`src/sic_defs.svh`:
```
// Summary of operation
// - The external bus is 32 data bits and 19 longword address bits, clocked at half CLK.
// - Static memory, boot storage and slow peripherals sit in separate spaces, each with its own timing.
// - Requests are taken from both the processor core and the microengines.
// - The static memory space spans 8 Mbytes of flow-through or pipelined parts.
// - Core byte addresses and microengine longword addresses both become longword bus addresses.
// - The word address pins carry exactly the low 19 bits of the internal longword address.
// - Four active-low device selects are decoded from the internal address.
// - Two active-low bank selects, upper and lower, are decoded as well, for up to eight banks.
// - Device and bank selects follow one of four memory configurations chosen by configuration.
// - With the switch wait enabled, one wait state is added when a select boundary is crossed.
// - A configuration bit picks flow-through parts (latency 2) or pipelined parts (latency 3).
// - No other memory type, single-cycle-deselect included, is supported.
// - Flow-through read data passes an extra register so it arrives on the same cycle as pipelined.
// - That extra register is loaded from the returned copy of the forwarded memory clock.
// - With flow-through parts a write after a read starts one bus cycle earlier.
`ifndef SIC_DEFS_SVH
`define SIC_DEFS_SVH

// ************************************************************
// Address spaces (bits 22:21 of the longword address)
// ************************************************************
`define SIC_SPACE_SSRAM 2'h0
`define SIC_SPACE_BOOT 2'h1
`define SIC_SPACE_SLOW 2'h2
`define SIC_LW_AW 23
`define SIC_OFS_AW 21
`define SIC_PIN_AW 19
`define SIC_DW 32

// ************************************************************
// Memory configurations
// ************************************************************
`define SIC_CFG_FOUR_DEV 2'h0
`define SIC_CFG_TWO_DEV_BANKS 2'h1
`define SIC_CFG_FOUR_DEV_BANKS 2'h2
`define SIC_CFG_ONE_DEV 2'h3

// ************************************************************
// Read latency in bus cycles
// ************************************************************
`define SIC_LAT_FLOW 2'h2
`define SIC_LAT_PIPE 2'h3

`endif

```
`src/sic_pkg.sv`:
```
package sic_pkg;
    typedef enum logic [1:0] {
        SIC_IDLE = 2'h0,
        SIC_CHECK = 2'h1,
        SIC_SLOW = 2'h3
    } sic_state_t;
    typedef logic [3:0] sic_ce_t;
endpackage

```
`src/sic_sel_if.sv`:
```
`timescale 1ns/100ps
`default_nettype none
interface sic_sel_if;
    logic [20:0] addr;
    logic [1:0] cfg;
    sic_pkg::sic_ce_t ce_n;
    logic high_n;
    logic low_n;
    modport dec (input addr, input cfg, output ce_n, output high_n, output low_n);
    modport user (output addr, output cfg, input ce_n, input high_n, input low_n);
endinterface
`default_nettype wire

```
`src/sic_sel_dec.sv`:
```
`timescale 1ns/100ps
`default_nettype none
`include "sic_defs.svh"
module sic_sel_dec (
    sic_sel_if.dec sel
);
    // ************************************************************
    // Select decode from bits above the pin address, plus A18 for the banks of the four-device banked mode
    // ************************************************************
    always_comb begin
        sel.ce_n = 4'hF;
        sel.high_n = 1'b1;
        sel.low_n = 1'b1;
        case (sel.cfg)
            `SIC_CFG_FOUR_DEV: begin
                sel.ce_n[sel.addr[20:19]] = 1'b0;
            end
            `SIC_CFG_TWO_DEV_BANKS: begin
                sel.ce_n[{1'b0, sel.addr[20]}] = 1'b0;
                sel.high_n = ~sel.addr[19];
                sel.low_n = sel.addr[19];
            end
            `SIC_CFG_FOUR_DEV_BANKS: begin
                // Bank bit shares A18, so each bank holds 256K words
                sel.ce_n[sel.addr[20:19]] = 1'b0;
                sel.high_n = ~sel.addr[18];
                sel.low_n = sel.addr[18];
            end
            default: begin
                sel.ce_n[0] = 1'b0;
            end
        endcase
    end
endmodule // sic_sel_dec
`default_nettype wire

```
`src/sic_arb.sv`:
```
`timescale 1ns/100ps
`default_nettype none
module sic_arb (
    input wire logic clk,
    input wire logic reset,
    input wire logic [1:0] req,
    input wire logic take,
    output logic valid,
    output logic gnt
);
    logic last_reg;

    // ************************************************************
    // Round robin between core (0) and microengines (1)
    // ************************************************************
    assign valid = |req;
    always_comb begin
        if (req == 2'h3) begin
            gnt = ~last_reg;
        end else begin
            gnt = req[1];
        end
    end

    always_ff @(posedge clk) begin
        if (reset) begin
            last_reg <= 1'b1;
        end else if (take && valid) begin
            last_reg <= gnt;
        end
    end
endmodule // sic_arb
`default_nettype wire

```
`src/sic_ctrl.sv`:
```
`timescale 1ns/100ps
`default_nettype none
`include "sic_defs.svh"
module sic_ctrl (
    input wire logic CLK,
    input wire logic RESET,
    input wire logic CORE_REQ,
    input wire logic CORE_WR,
    input wire logic [24:0] CORE_ADDR,
    input wire logic [31:0] CORE_WDATA,
    output logic CORE_ACK,
    output logic [31:0] CORE_RDATA,
    input wire logic ME_REQ,
    input wire logic ME_WR,
    input wire logic [22:0] ME_ADDR,
    input wire logic [31:0] ME_WDATA,
    output logic ME_ACK,
    output logic [31:0] ME_RDATA,
    input wire logic [1:0] MEM_CONFIG,
    input wire logic FLOW_THRU,
    input wire logic SWITCH_WAIT_EN,
    input wire logic [3:0] BOOT_CYCLES,
    input wire logic [3:0] SLOW_CYCLES,
    output logic BUSY,
    output logic SCLK,
    input wire logic RETURNED_CLOCK_IN,
    output logic [18:0] SA,
    output logic [3:0] CE_N,
    output logic HIGH_EN_N,
    output logic LOW_EN_N,
    output logic SLOW_EN_N,
    output logic SP_CE_N,
    output logic WE_N,
    output logic OE_N,
    input wire logic [31:0] DQ_IN,
    output logic [31:0] DQ_OUT,
    output logic DQ_OE
);
    sic_pkg::sic_state_t state_reg;
    logic sclk_reg;
    logic bus_tick;
    logic arb_valid;
    logic arb_gnt;
    logic take;
    logic [1:0] pend_reg;
    logic cur_src_reg;
    logic cur_wr_reg;
    logic [22:0] cur_addr_reg;
    logic [31:0] cur_wdata_reg;
    logic [1:0] cur_space;
    logic [5:0] cur_sel;
    logic [5:0] last_sel_reg;
    logic last_valid_reg;
    logic waited_reg;
    logic [1:0] turn_reg;
    logic [2:0] pipe_v_reg;
    logic [2:0] pipe_src_reg;
    logic [3:0] slow_cnt_reg;
    logic [31:0] dq_s1_reg;
    logic [31:0] dq_s2_reg;
    logic rclk_s1_reg;
    logic rclk_s2_reg;
    logic rclk_s3_reg;
    logic [31:0] ft_reg;
    logic [31:0] rd_data;
    logic issue_ss;
    logic issue_slow;
    logic issue_none;
    logic need_wait;
    logic ss_done;
    logic slow_done;
    logic ack_any;
    logic ack_src;
    logic [31:0] ack_data;
    logic [22:0] core_lw;
    sic_sel_if sel ();

    // ************************************************************
    // Bus clock at half CLK, forwarded out
    // ************************************************************
    always_ff @(posedge CLK) begin
        if (RESET) begin
            sclk_reg <= 1'b0;
        end else begin
            sclk_reg <= ~sclk_reg;
        end
    end
    // Pins change only on these cycles, one per bus period, or on the cycle a slow cycle ends
    assign bus_tick = sclk_reg;
    assign SCLK = sclk_reg;

    // ************************************************************
    // Requester arbitration
    // ************************************************************
    assign core_lw = CORE_ADDR[24:2];
    assign take = (state_reg == sic_pkg::SIC_IDLE) && bus_tick;

    sic_arb u_arb (
        .clk(CLK),
        .reset(RESET),
        .req({ME_REQ & ~pend_reg[1], CORE_REQ & ~pend_reg[0]}),
        .take(take),
        .valid(arb_valid),
        .gnt(arb_gnt)
    );

    always_ff @(posedge CLK) begin
        if (RESET) begin
            cur_src_reg <= 1'b0;
            cur_wr_reg <= 1'b0;
            cur_addr_reg <= 23'h000000;
            cur_wdata_reg <= 32'h00000000;
        end else if (take && arb_valid) begin
            cur_src_reg <= arb_gnt;
            cur_wr_reg <= arb_gnt ? ME_WR : CORE_WR;
            cur_addr_reg <= arb_gnt ? ME_ADDR : core_lw;
            cur_wdata_reg <= arb_gnt ? ME_WDATA : CORE_WDATA;
        end
    end

    // A requester holds its request until acked, so block re-taking it
    always_ff @(posedge CLK) begin
        if (RESET) begin
            pend_reg <= 2'h0;
        end else begin
            for (int i = 0; i < 2; i++) begin
                if (take && arb_valid && (arb_gnt == i[0])) begin
                    pend_reg[i] <= 1'b1;
                end else if ((ack_any && (ack_src == i[0]))
                    || (ss_done && (pipe_src_reg[2] == i[0]))) begin
                    pend_reg[i] <= 1'b0;
                end
            end
        end
    end

    // ************************************************************
    // Space and select decode
    // ************************************************************
    assign cur_space = cur_addr_reg[22:21];
    assign sel.addr = cur_addr_reg[20:0];
    assign sel.cfg = MEM_CONFIG;

    sic_sel_dec u_dec (
        .sel(sel)
    );

    assign cur_sel = {sel.ce_n, sel.high_n, sel.low_n};
    assign need_wait = SWITCH_WAIT_EN && last_valid_reg && !waited_reg
        && (cur_sel != last_sel_reg);

    always_comb begin
        issue_ss = 1'b0;
        issue_slow = 1'b0;
        issue_none = 1'b0;
        if (state_reg == sic_pkg::SIC_CHECK && bus_tick) begin
            case (cur_space)
                `SIC_SPACE_SSRAM: begin
                    // Write waits out the read turnaround window
                    issue_ss = !(cur_wr_reg && turn_reg != 2'h0) && !need_wait;
                end
                `SIC_SPACE_BOOT, `SIC_SPACE_SLOW: begin
                    // Slow cycles own the bus; let reads in flight drain
                    issue_slow = (pipe_v_reg == 3'h0);
                end
                default: begin
                    issue_none = 1'b1;
                end
            endcase
        end
    end

    // ************************************************************
    // Sequencer
    // ************************************************************
    always_ff @(posedge CLK) begin
        if (RESET) begin
            state_reg <= sic_pkg::SIC_IDLE;
        end else begin
            case (state_reg)
                sic_pkg::SIC_IDLE: begin
                    if (take && arb_valid) begin
                        state_reg <= sic_pkg::SIC_CHECK;
                    end
                end
                sic_pkg::SIC_CHECK: begin
                    if (issue_slow) begin
                        state_reg <= sic_pkg::SIC_SLOW;
                    end else if (issue_ss || issue_none) begin
                        state_reg <= sic_pkg::SIC_IDLE;
                    end
                end
                sic_pkg::SIC_SLOW: begin
                    if (slow_done) begin
                        state_reg <= sic_pkg::SIC_IDLE;
                    end
                end
                default: begin
                    state_reg <= sic_pkg::SIC_IDLE;
                end
            endcase
        end
    end

    // Wait state and select history
    always_ff @(posedge CLK) begin
        if (RESET) begin
            waited_reg <= 1'b0;
            last_valid_reg <= 1'b0;
            last_sel_reg <= 6'h3F;
        end else if (state_reg == sic_pkg::SIC_CHECK && bus_tick) begin
            if (issue_ss) begin
                waited_reg <= 1'b0;
                last_valid_reg <= 1'b1;
                last_sel_reg <= cur_sel;
            end else if (need_wait && cur_space == `SIC_SPACE_SSRAM) begin
                waited_reg <= 1'b1;
            end else if (issue_slow) begin
                // Slow cycles park the selects, so the next access owes no switch wait
                last_valid_reg <= 1'b0;
            end
        end
    end

    // Turnaround after a read, shorter for flow-through parts
    always_ff @(posedge CLK) begin
        if (RESET) begin
            turn_reg <= 2'h0;
        end else if (bus_tick) begin
            if (issue_ss && !cur_wr_reg) begin
                turn_reg <= FLOW_THRU ? (`SIC_LAT_FLOW - 2'h1) : (`SIC_LAT_PIPE - 2'h1);
            end else if (turn_reg != 2'h0) begin
                turn_reg <= turn_reg - 2'h1;
            end
        end
    end

    // Slow space cycle counter, in CLK cycles
    always_ff @(posedge CLK) begin
        if (RESET) begin
            slow_cnt_reg <= 4'h0;
        end else if (issue_slow) begin
            slow_cnt_reg <= (cur_space == `SIC_SPACE_BOOT) ? BOOT_CYCLES : SLOW_CYCLES;
        end else if (slow_cnt_reg != 4'h0) begin
            slow_cnt_reg <= slow_cnt_reg - 4'h1;
        end
    end
    assign slow_done = (state_reg == sic_pkg::SIC_SLOW) && (slow_cnt_reg == 4'h0);

    // ************************************************************
    // Read pipeline and data capture
    // ************************************************************
    always_ff @(posedge CLK) begin
        if (RESET) begin
            pipe_v_reg <= 3'h0;
            pipe_src_reg <= 3'h0;
        end else if (bus_tick) begin
            pipe_v_reg <= {pipe_v_reg[1:0], issue_ss & ~cur_wr_reg};
            pipe_src_reg <= {pipe_src_reg[1:0], cur_src_reg};
        end
    end
    // Same delivery slot in both modes
    assign ss_done = bus_tick && pipe_v_reg[`SIC_LAT_PIPE - 2'h1];

    // Pin inputs pass two flops before use
    always_ff @(posedge CLK) begin
        if (RESET) begin
            dq_s1_reg <= 32'h00000000;
            dq_s2_reg <= 32'h00000000;
            rclk_s1_reg <= 1'b0;
            rclk_s2_reg <= 1'b0;
            rclk_s3_reg <= 1'b0;
        end else begin
            dq_s1_reg <= DQ_IN;
            dq_s2_reg <= dq_s1_reg;
            rclk_s1_reg <= RETURNED_CLOCK_IN;
            rclk_s2_reg <= rclk_s1_reg;
            rclk_s3_reg <= rclk_s2_reg;
        end
    end

    // Extra stage for flow-through parts, timed by the returned clock
    always_ff @(posedge CLK) begin
        if (RESET) begin
            ft_reg <= 32'h00000000;
        end else if (rclk_s2_reg && !rclk_s3_reg) begin
            ft_reg <= dq_s2_reg;
        end
    end
    assign rd_data = FLOW_THRU ? ft_reg : dq_s2_reg;

    // ************************************************************
    // Acknowledge and read data return
    // ************************************************************
    // Ack for the access in hand; static memory read returns are acked apart
    always_comb begin
        ack_any = (issue_ss && cur_wr_reg) || issue_none || slow_done;
        ack_src = cur_src_reg;
        ack_data = 32'h00000000;
        if (slow_done && !cur_wr_reg) begin
            ack_data = dq_s2_reg;
        end
    end

    // A read return may share a tick with the other source's write issue
    always_ff @(posedge CLK) begin
        if (RESET) begin
            CORE_ACK <= 1'b0;
            ME_ACK <= 1'b0;
            CORE_RDATA <= 32'h00000000;
            ME_RDATA <= 32'h00000000;
        end else begin
            CORE_ACK <= (ss_done && !pipe_src_reg[2]) || (ack_any && !ack_src);
            ME_ACK <= (ss_done && pipe_src_reg[2]) || (ack_any && ack_src);
            if (ss_done && !pipe_src_reg[2]) begin
                CORE_RDATA <= rd_data;
            end else if (ack_any && !ack_src) begin
                CORE_RDATA <= ack_data;
            end
            if (ss_done && pipe_src_reg[2]) begin
                ME_RDATA <= rd_data;
            end else if (ack_any && ack_src) begin
                ME_RDATA <= ack_data;
            end
        end
    end

    assign BUSY = (state_reg != sic_pkg::SIC_IDLE) || (pipe_v_reg != 3'h0);

    // ************************************************************
    // External pins
    // ************************************************************
    always_ff @(posedge CLK) begin
        if (RESET) begin
            SA <= 19'h00000;
            CE_N <= 4'hF;
            HIGH_EN_N <= 1'b1;
            LOW_EN_N <= 1'b1;
            SLOW_EN_N <= 1'b1;
            SP_CE_N <= 1'b1;
            WE_N <= 1'b1;
            OE_N <= 1'b1;
            DQ_OUT <= 32'h00000000;
            DQ_OE <= 1'b0;
        end else if (issue_ss || issue_slow) begin
            SA <= cur_addr_reg[`SIC_PIN_AW - 1:0];
            CE_N <= (cur_space == `SIC_SPACE_SLOW) ? 4'hF : sel.ce_n;
            HIGH_EN_N <= issue_ss ? sel.high_n : 1'b1;
            LOW_EN_N <= issue_ss ? sel.low_n : 1'b1;
            SLOW_EN_N <= ~issue_slow;
            SP_CE_N <= ~(issue_slow && cur_space == `SIC_SPACE_SLOW);
            WE_N <= ~cur_wr_reg;
            OE_N <= cur_wr_reg;
            DQ_OUT <= cur_wdata_reg;
            DQ_OE <= cur_wr_reg;
        end else if (slow_done || (bus_tick && state_reg != sic_pkg::SIC_SLOW)) begin
            CE_N <= 4'hF;
            HIGH_EN_N <= 1'b1;
            LOW_EN_N <= 1'b1;
            SLOW_EN_N <= 1'b1;
            SP_CE_N <= 1'b1;
            WE_N <= 1'b1;
            // Output enable stays on while reads are in flight
            OE_N <= (pipe_v_reg[1:0] == 2'h0);
            DQ_OE <= 1'b0;
        end
    end
endmodule // sic_ctrl
`default_nettype wire

```
`config.mk`:
```
export PLATFORM = sky130hd
export DESIGN_NAME = sic_ctrl
export DESIGN_NICKNAME = d
export VERILOG_FILES = /design/src/sic_pkg.sv /design/src/sic_sel_if.sv /design/src/sic_sel_dec.sv /design/src/sic_arb.sv /design/src/sic_ctrl.sv
export VERILOG_INCLUDE_DIRS = /design/src /design/src/src
export SDC_FILE = /design/constraint.sdc
export NUM_CORES = 1
export LEC_CHECK = 0
export BUFFER_PORTS_ARGS = -buffer_cell sky130_fd_sc_hd__buf_2
export CAP_MARGIN = 0
export CORE_MARGIN = 3
export CORE_UTILIZATION = 45
export DETAILED_ROUTE_END_ITERATION = 16
export PLACE_DENSITY_LB_ADDON = 0.2
export SLEW_MARGIN = 20
export SYNTH_ARGS = -nofsm -noshare
export SYNTH_HDL_FRONTEND = slang
export SYNTH_HIERARCHICAL = 1
export SYNTH_SLANG_ARGS = --single-unit
```
`constraint.sdc`:
```
create_clock -name CLK -period 3.5 [get_ports CLK]
set_input_delay 0.7 -clock CLK [delete_from_list [all_inputs] [get_ports CLK]]
set_output_delay 0.7 -clock CLK [all_outputs]
set_load 0.01 [all_outputs]
```
; ---- Yosys cells after proc, flatten, opt, wreduce, memory -nomap -nowiden
; Cells that the tools add are included.
[op_classes]
n_addsub = 2
order_cmp = 4
eq_ne = 13
muxes = 59
bitwise = 17
n_reduce_logical = 71
[ops]
columns = cell, count
row1 = two-way mux 32 bit, 7
row2 = two-way mux 1 bit, 31
row3 = logical AND 1 bit, 27
row4 = two-way mux 4 bit, 6
row5 = two-way mux 23 bit, 1
row6 = nonzero test 2 bit, 11
row7 = two-way mux 2 bit, 7
row8 = NOT 1 bit, 12
row9 = logical OR 1 bit, 9
row10 = equality test 2 bit (second input constant), 4
row11 = logical NOT 2 bit, 4
row12 = logical NOT 1 bit, 7
row13 = equality test 2 x 1 -> 1 bit (second input constant), 3
row14 = != test 2 bit (second input constant), 3
row15 = != test 6 bit, 1
row16 = one-hot mux 1 bit (2 select lines), 3
row17 = one-hot mux 2 bit (3 select lines), 1
row18 = one-hot mux 3 bit (2 select lines), 1
row19 = AND reduction 2 bit, 3
row20 = AND reduction 3 bit, 2
row21 = OR reduction 2 bit, 3
row22 = logical NOT 4 bit, 1
row23 = NOT 2 -> 4 bit, 1
row24 = NOT 4 bit, 1
row25 = 15 further kinds, 17
[totals]
reg_bits = 310
wordCells = 202

; ---- Logic depth before layout (Yosys ltp)
[depth]
depth_word = 19
ltp_mapped = 11
ltp_nobuf = 9

; ---- Hierarchy
; Netlist, hierarchy kept.
[modules_own_cells]
columns = mod, instances, cells_each, area_each_um2, seq_area_each_um2
row1 = sic_ctrl, 1, 1392, 12678.4, 6185.9
row2 = sic_sel_dec, 1, 23, 162.7, 0.0
row3 = sic_arb, 1, 6, 56.3, 20.0

; ---- Worst setup path after synthesis
; Ideal clock, no wire load.
[synth_path]
path_type = in2reg
startpoint = input port MEM_CONFIG[0]
endpoint = register state_reg[0]
setup_ns = 0.095
arrival_ns = 2.596
required_ns = 3.405
path_slack_ns = 0.809
stages = 10
cell_sequence = inv_1 > ha_1 > o31ai_1 > a21oi_1 > xnor2_1 > and4_1 > a21boi_1 > clkbuf_1 > o21ai_0 > a221oi_1
[synth_between]
elab_chain_cells = 12
elab_cells_between_ends = 17
classes_between = eq/ne: 4 / mux: 6 / reduce/logical: 7
[synth_rtl]
columns = element, line_no
row1 = from (decl), sic_ctrl.sv:19  ; input wire logic [1:0] MEM_CONFIG,
row2 = equality test 2 bit / logical NOT 2 bit (equally long branches), sic_sel_dec.sv:14  ; case (sel.cfg)
row3 = OR reduction 2 bit (no source line), -
row4 = one-hot mux 1 bit (2 select lines) (*), sic_sel_dec.sv:14
row5 = named net sel.ce_n[0], sic_sel_if.sv:6  ; sic_pkg::sic_ce_t ce_n;
row6 = != test 6 bit (*), sic_ctrl.sv:150  ; && (cur_sel != last_sel_reg);
row7 = logical AND 1 bit (*), sic_ctrl.sv:150
row8 = logical NOT 1 bit (*), sic_ctrl.sv:160  ; issue_ss = !(cur_wr_reg && turn_reg != 2'h0) && !need_wait;
row9 = logical AND 1 bit (*), sic_ctrl.sv:160
row10 = two-way mux 1 bit (*), sic_ctrl.sv:157  ; case (cur_space)
row11 = two-way mux 1 bit (*), sic_ctrl.sv:156  ; if (state_reg == sic_pkg::SIC_CHECK && bus_tick) begin
row12 = logical OR 1 bit (*), sic_ctrl.sv:189  ; end else if (issue_ss || issue_none) begin
row13 = != test 3 x 2 -> 1 bit (no source line) (*), -
row14 = AND reduction 3 bit (no source line) (*), -
row15 = to (signal assigned), sic_ctrl.sv:188  ; state_reg <= sic_pkg::SIC_SLOW;
row16 = to (signal assigned), sic_ctrl.sv:190  ; state_reg <= sic_pkg::SIC_IDLE;
row17 = to (signal assigned), sic_ctrl.sv:195  ; state_reg <= sic_pkg::SIC_IDLE;
row18 = to (decl), sic_ctrl.sv:39  ; sic_pkg::sic_state_t state_reg;
; Mark *: on every way through the listed nets, which the timed path passes. The rest lies on a longest branch.
; A chain may end at the register's enable or synchronous reset.

; ---- Final worst setup path
[layout_path]
startpoint = register cur_addr_reg[21]
endpoint = register CORE_RDATA[1]
[layout_between]
elab_chain_cells = 8
elab_cells_between_ends = 13
classes_between = eq/ne: 2 / mux: 4 / reduce/logical: 7
[layout_rtl]
columns = element, line_no
row1 = from (decl), sic_ctrl.sv:48  ; logic [22:0] cur_addr_reg;
row2 = from (signal assigned), sic_ctrl.sv:116  ; cur_addr_reg <= arb_gnt ? ME_ADDR : core_lw;
row3 = "equality test 2 x 1 -> 1 bit, or another cell as far along", sic_ctrl.sv:157
row4 = OR reduction 3 bit (no source line) / two-way mux 1 bit (equally long branches), -
row5 = "two-way mux 1 bit, on equally long branches", "sic_ctrl.sv:157, sic_ctrl.sv:156"
row6 = two-way mux 1 bit / logical AND 1 bit (equally long branches), "sic_ctrl.sv:156, sic_ctrl.sv:297"
row7 = logical OR 1 bit (*) (2 in a row), sic_ctrl.sv:297  ; ack_any = (issue_ss && cur_wr_reg) || issue_none || slow_done;
row8 = logical AND 1 bit (*), sic_ctrl.sv:317  ; end else if (ack_any && !ack_src) begin
row9 = nonzero test 2 bit (no source line) (*), -
row10 = to (signal assigned), sic_ctrl.sv:316  ; CORE_RDATA <= rd_data;
row11 = to (signal assigned), sic_ctrl.sv:318  ; CORE_RDATA <= ack_data;
row12 = to (decl), sic_ctrl.sv:12  ; output logic [31:0] CORE_RDATA,
; Every way passes the cells marked *; elsewhere a longest branch is shown, timed or not.

==> run_results.csv <==
group,metric,value,unit
run_status,outcome,"completed",
detailed_routing,drcViolationCount,0,
clocking,clk_pin_slew,60,ps
finish,nets,1827,
finish,final_cell_mix,"dfxtp_1 (310), buf_2 (289), nor2_1 (147), a211oi_1 (125), a21oi_1 (102)",
detailed_routing,wl_per_cell,17.7,µm
synthesis,ys_seq_area_share,48.1,%
place,dpl_cell_area,14700,µm²
floorplanning,die-area,30700,µm²
synthesis,ys_types,60,
place,gp_congestion,0.811,
setup_path,crit_fanout,34,
place,io_buffers,290,
finish,design_area,15900,µm²
setup_path,critPathTopFamily,"compound AO/OA/AOI/OAI gates",
synthesis,synth_edf_count,0,
power_and_ir_drop,fin_total_pwr,8.55,mW
power_and_ir_drop,seqPwrFrac,44.4,%
grt,grt_usage,22.7,%
synthesis,synth.top_cells.by_area,"dfxtp_1 (48%), mux2i_1 (7.3%), a211oi_1 (7.3%)",
timing,holdWs,399,ps
timing,fin_skew,22.3,ps
setup_path,worst_setup_path_end_kind,"register",
timing,worstMarginPinSlew,1190,ps
clocking,htreeDepth,2,
synthesis,async_flop_share,0,%
timing,period_minus_slack,3020,ps
setup_path,worstPathCellList,"inv_1 -> ha_1 -> nand4b_4 -> o41ai_1 -> a31oi_4 -> and2_1 -> buf_4 -> a211oi_1",
setup_path,cpPeakStageDelay,940,ps
grt,grt_pass1_wl,57.7,mm
grt,grt-ovfl-total,0,
clocking,post_cts_buffers,0,
finish,syn_to_final_growth,23.3,%
detailed_routing,wl,36.3,mm
setup_path,critical_path_required,3850,ps
synthesis,synth_area,12900,µm²
min_path,hold_class,"in -> reg",
power_and_ir_drop,p_switching,2.04,mW
timing,fin_crit_sh,86.2,%
power_and_ir_drop,switching_share,23.9,%
grt,grt_pass1_vias,11000,
setup_path,crit_buf_inv,2,
synthesis,yosysTopAreaCell,"dfxtp_1",
synthesis,syn_nets,1594,
power_and_ir_drop,power.internal,6.51,mW
finish,fin_util,56.8,%
clocking,cts_resized,0,
setup_path,cpMaxStageDelayCell,"a31oi_4",
setup_path,rrSetupSlack,480,ps
clocking,cts_num_sinks,310,
setup_path,criticalPathCategory,"reg -> reg",
floorplanning,fp.dieW,175,µm
floorplanning,start_util,46.0,%
grt,antenna_found_initial,2,
floorplanning,num_io_pins,293,
synthesis,synthCells,1421,
floorplanning,row_count,61,
synthesis,ys_ff_latch,310,
power_and_ir_drop,pwr-share-clk,45.0,%
power_and_ir_drop,ir_worst_vdd,262,µV
synthesis,ys_warn_count,6,
grt,grt_max_degree,113,
floorplanning,fp.dieH,175,µm
timing,finalHoldViolations,0,
timing,max_freq,0.331,GHz
synthesis,synth_top_area_share,48.1,%
timing,finalSetupViolations,0,
detailed_routing,viasPerCell,5.46,
clocking,cts_buffer_depth,3,
synthesis,synth.avg_cell_area,9.08,µm²
timing,fin_setup_tns,0,ps
clocking,clk-insertion-delay-late,510,ps
timing,rsz0062_at_grt,"false",
timing,drv_slew,0,
detailed_routing,drt_iter0_drc,687,
clocking,numCtsBuffers,35,
detailed_routing,dr.pass1.iters,5,
setup_path,cp-start-kind,"register",
power_and_ir_drop,power_leakage,6.36,nW
power_and_ir_drop,power_frac_comb,10.7,%
clocking,cts-root-buf,"clkbuf_16",
flow_run,cap_violations,0,
detailed_routing,antenna_left,0,
finish,final_common_cell,"dfxtp_1",
clocking,cts_tree,"built",
finish,drive_above_1_share,23.6,%
synthesis,synthFlopType,"dfxtp_1",
clocking,cts_hold_buf,0,
timing,relSlewSlack,20.9,%
place,dp.final_hpwl,22.5,mm
floorplanning,core,28000,µm²
power_and_ir_drop,power_density,538,nW/µm²
detailed_routing,vias,11200,
setup_path,arrival,3370,ps
## power by group through the flow
stage | Clock [mW] | Sequential, mW | Combinational, mW
after detailed placement | 0 | 3.86 | 0.911
after CTS | 3.92 | 3.79 | 0.916
after floorplan | 0 | 3.84 | 0.628
after global placement | 0 | 3.86 | 0.889
final | 3.84 | 3.79 | 0.913
after global routing | 4.08 | 3.81 | 1.01
## through the flow
stage,worst slack [ps],std cells
6_report,483,2054
5_1_grt,382,2053
4_1_cts,558,2053
3_5_place_dp,309,1995
3_3_place_gp,349,1995
2_1_floorplan,809,1421
## cells by family after synthesis
| family | share of synthesized area [%] |
|---|---|
| buffers and inverters | 6.73 |
| adder cells (fa/ha/maj) | 0.970 |
| multiplexers | 7.47 |
| AND/OR/NAND/NOR | 13.1 |
| flip-flops | 48.1 |
| XOR/XNOR | 0.475 |
| AO/OA/AOI/OAI | 23.1 |
## final timing paths
kind,from,to,cells past startpoint
setup reg to reg,cur_addr_reg[21]$_SDFFE_PP0P_,CORE_RDATA[1]$_SDFFE_PP0P_,8
setup / recovery,cur_addr_reg[21]$_SDFFE_PP0P_,CORE_RDATA[1]$_SDFFE_PP0P_,8
hold / removal,DQ_IN[21],dq_s1_reg[21]$_SDFF_PP0_,2
hold reg to reg,dq_s1_reg[23]$_SDFF_PP0_,dq_s2_reg[23]$_SDFF_PP0_,1
## routing by layer
metal	part of all wire (%)	wire length, µm	vias up	GRT usage, %
li1	-	-	5524	-
met1	43	15500	5237	28.8
met2	48	17400	380	38.3
met3	7.1	2590	70	5.27
met4	2.4	881	2	7.51
met5	0.019	7	-	0
## worst reg2reg max path: stages (launching register included)
cell and delay (ps):
dfxtp_1 440, inv_1 100, ha_1 270, nand4b_4 170
o41ai_1 130, a31oi_4 940, and2_1 250, buf_4 420
a211oi_1 160
## cell usage after synthesis (3+ instances only)
master,count
a211oi_1,125
a21o_1,4
a21oi_1,102
a221oi_1,65
a31oi_1,3
and2_1,4
buf_1,8
buf_2,15
buf_6,7
clkbuf_1,99
dfxtp_1,310
ha_1,10
inv_1,79
mux2i_1,94
nand2_1,82
nand2b_1,5
nand3_1,8
nand3b_1,4
nand4_1,3
nor2_1,147
nor2b_1,74
nor3_1,5
nor4_1,6
o211ai_1,52
o21ai_0,41
o21ai_1,18
o32a_1,4
xnor2_1,5
## layout make-up
class	count	area, µm²
fillers	2530	12100
multi-input cells	900	5890
repair buffers	327	1830
well taps	378	473
flip-flops and latches	310	6210
diodes	1	2.50
inverters	80	300
clock inverters	12	253
clock buffers	46	948
Note: power is estimated with default switching activity, not from simulation.
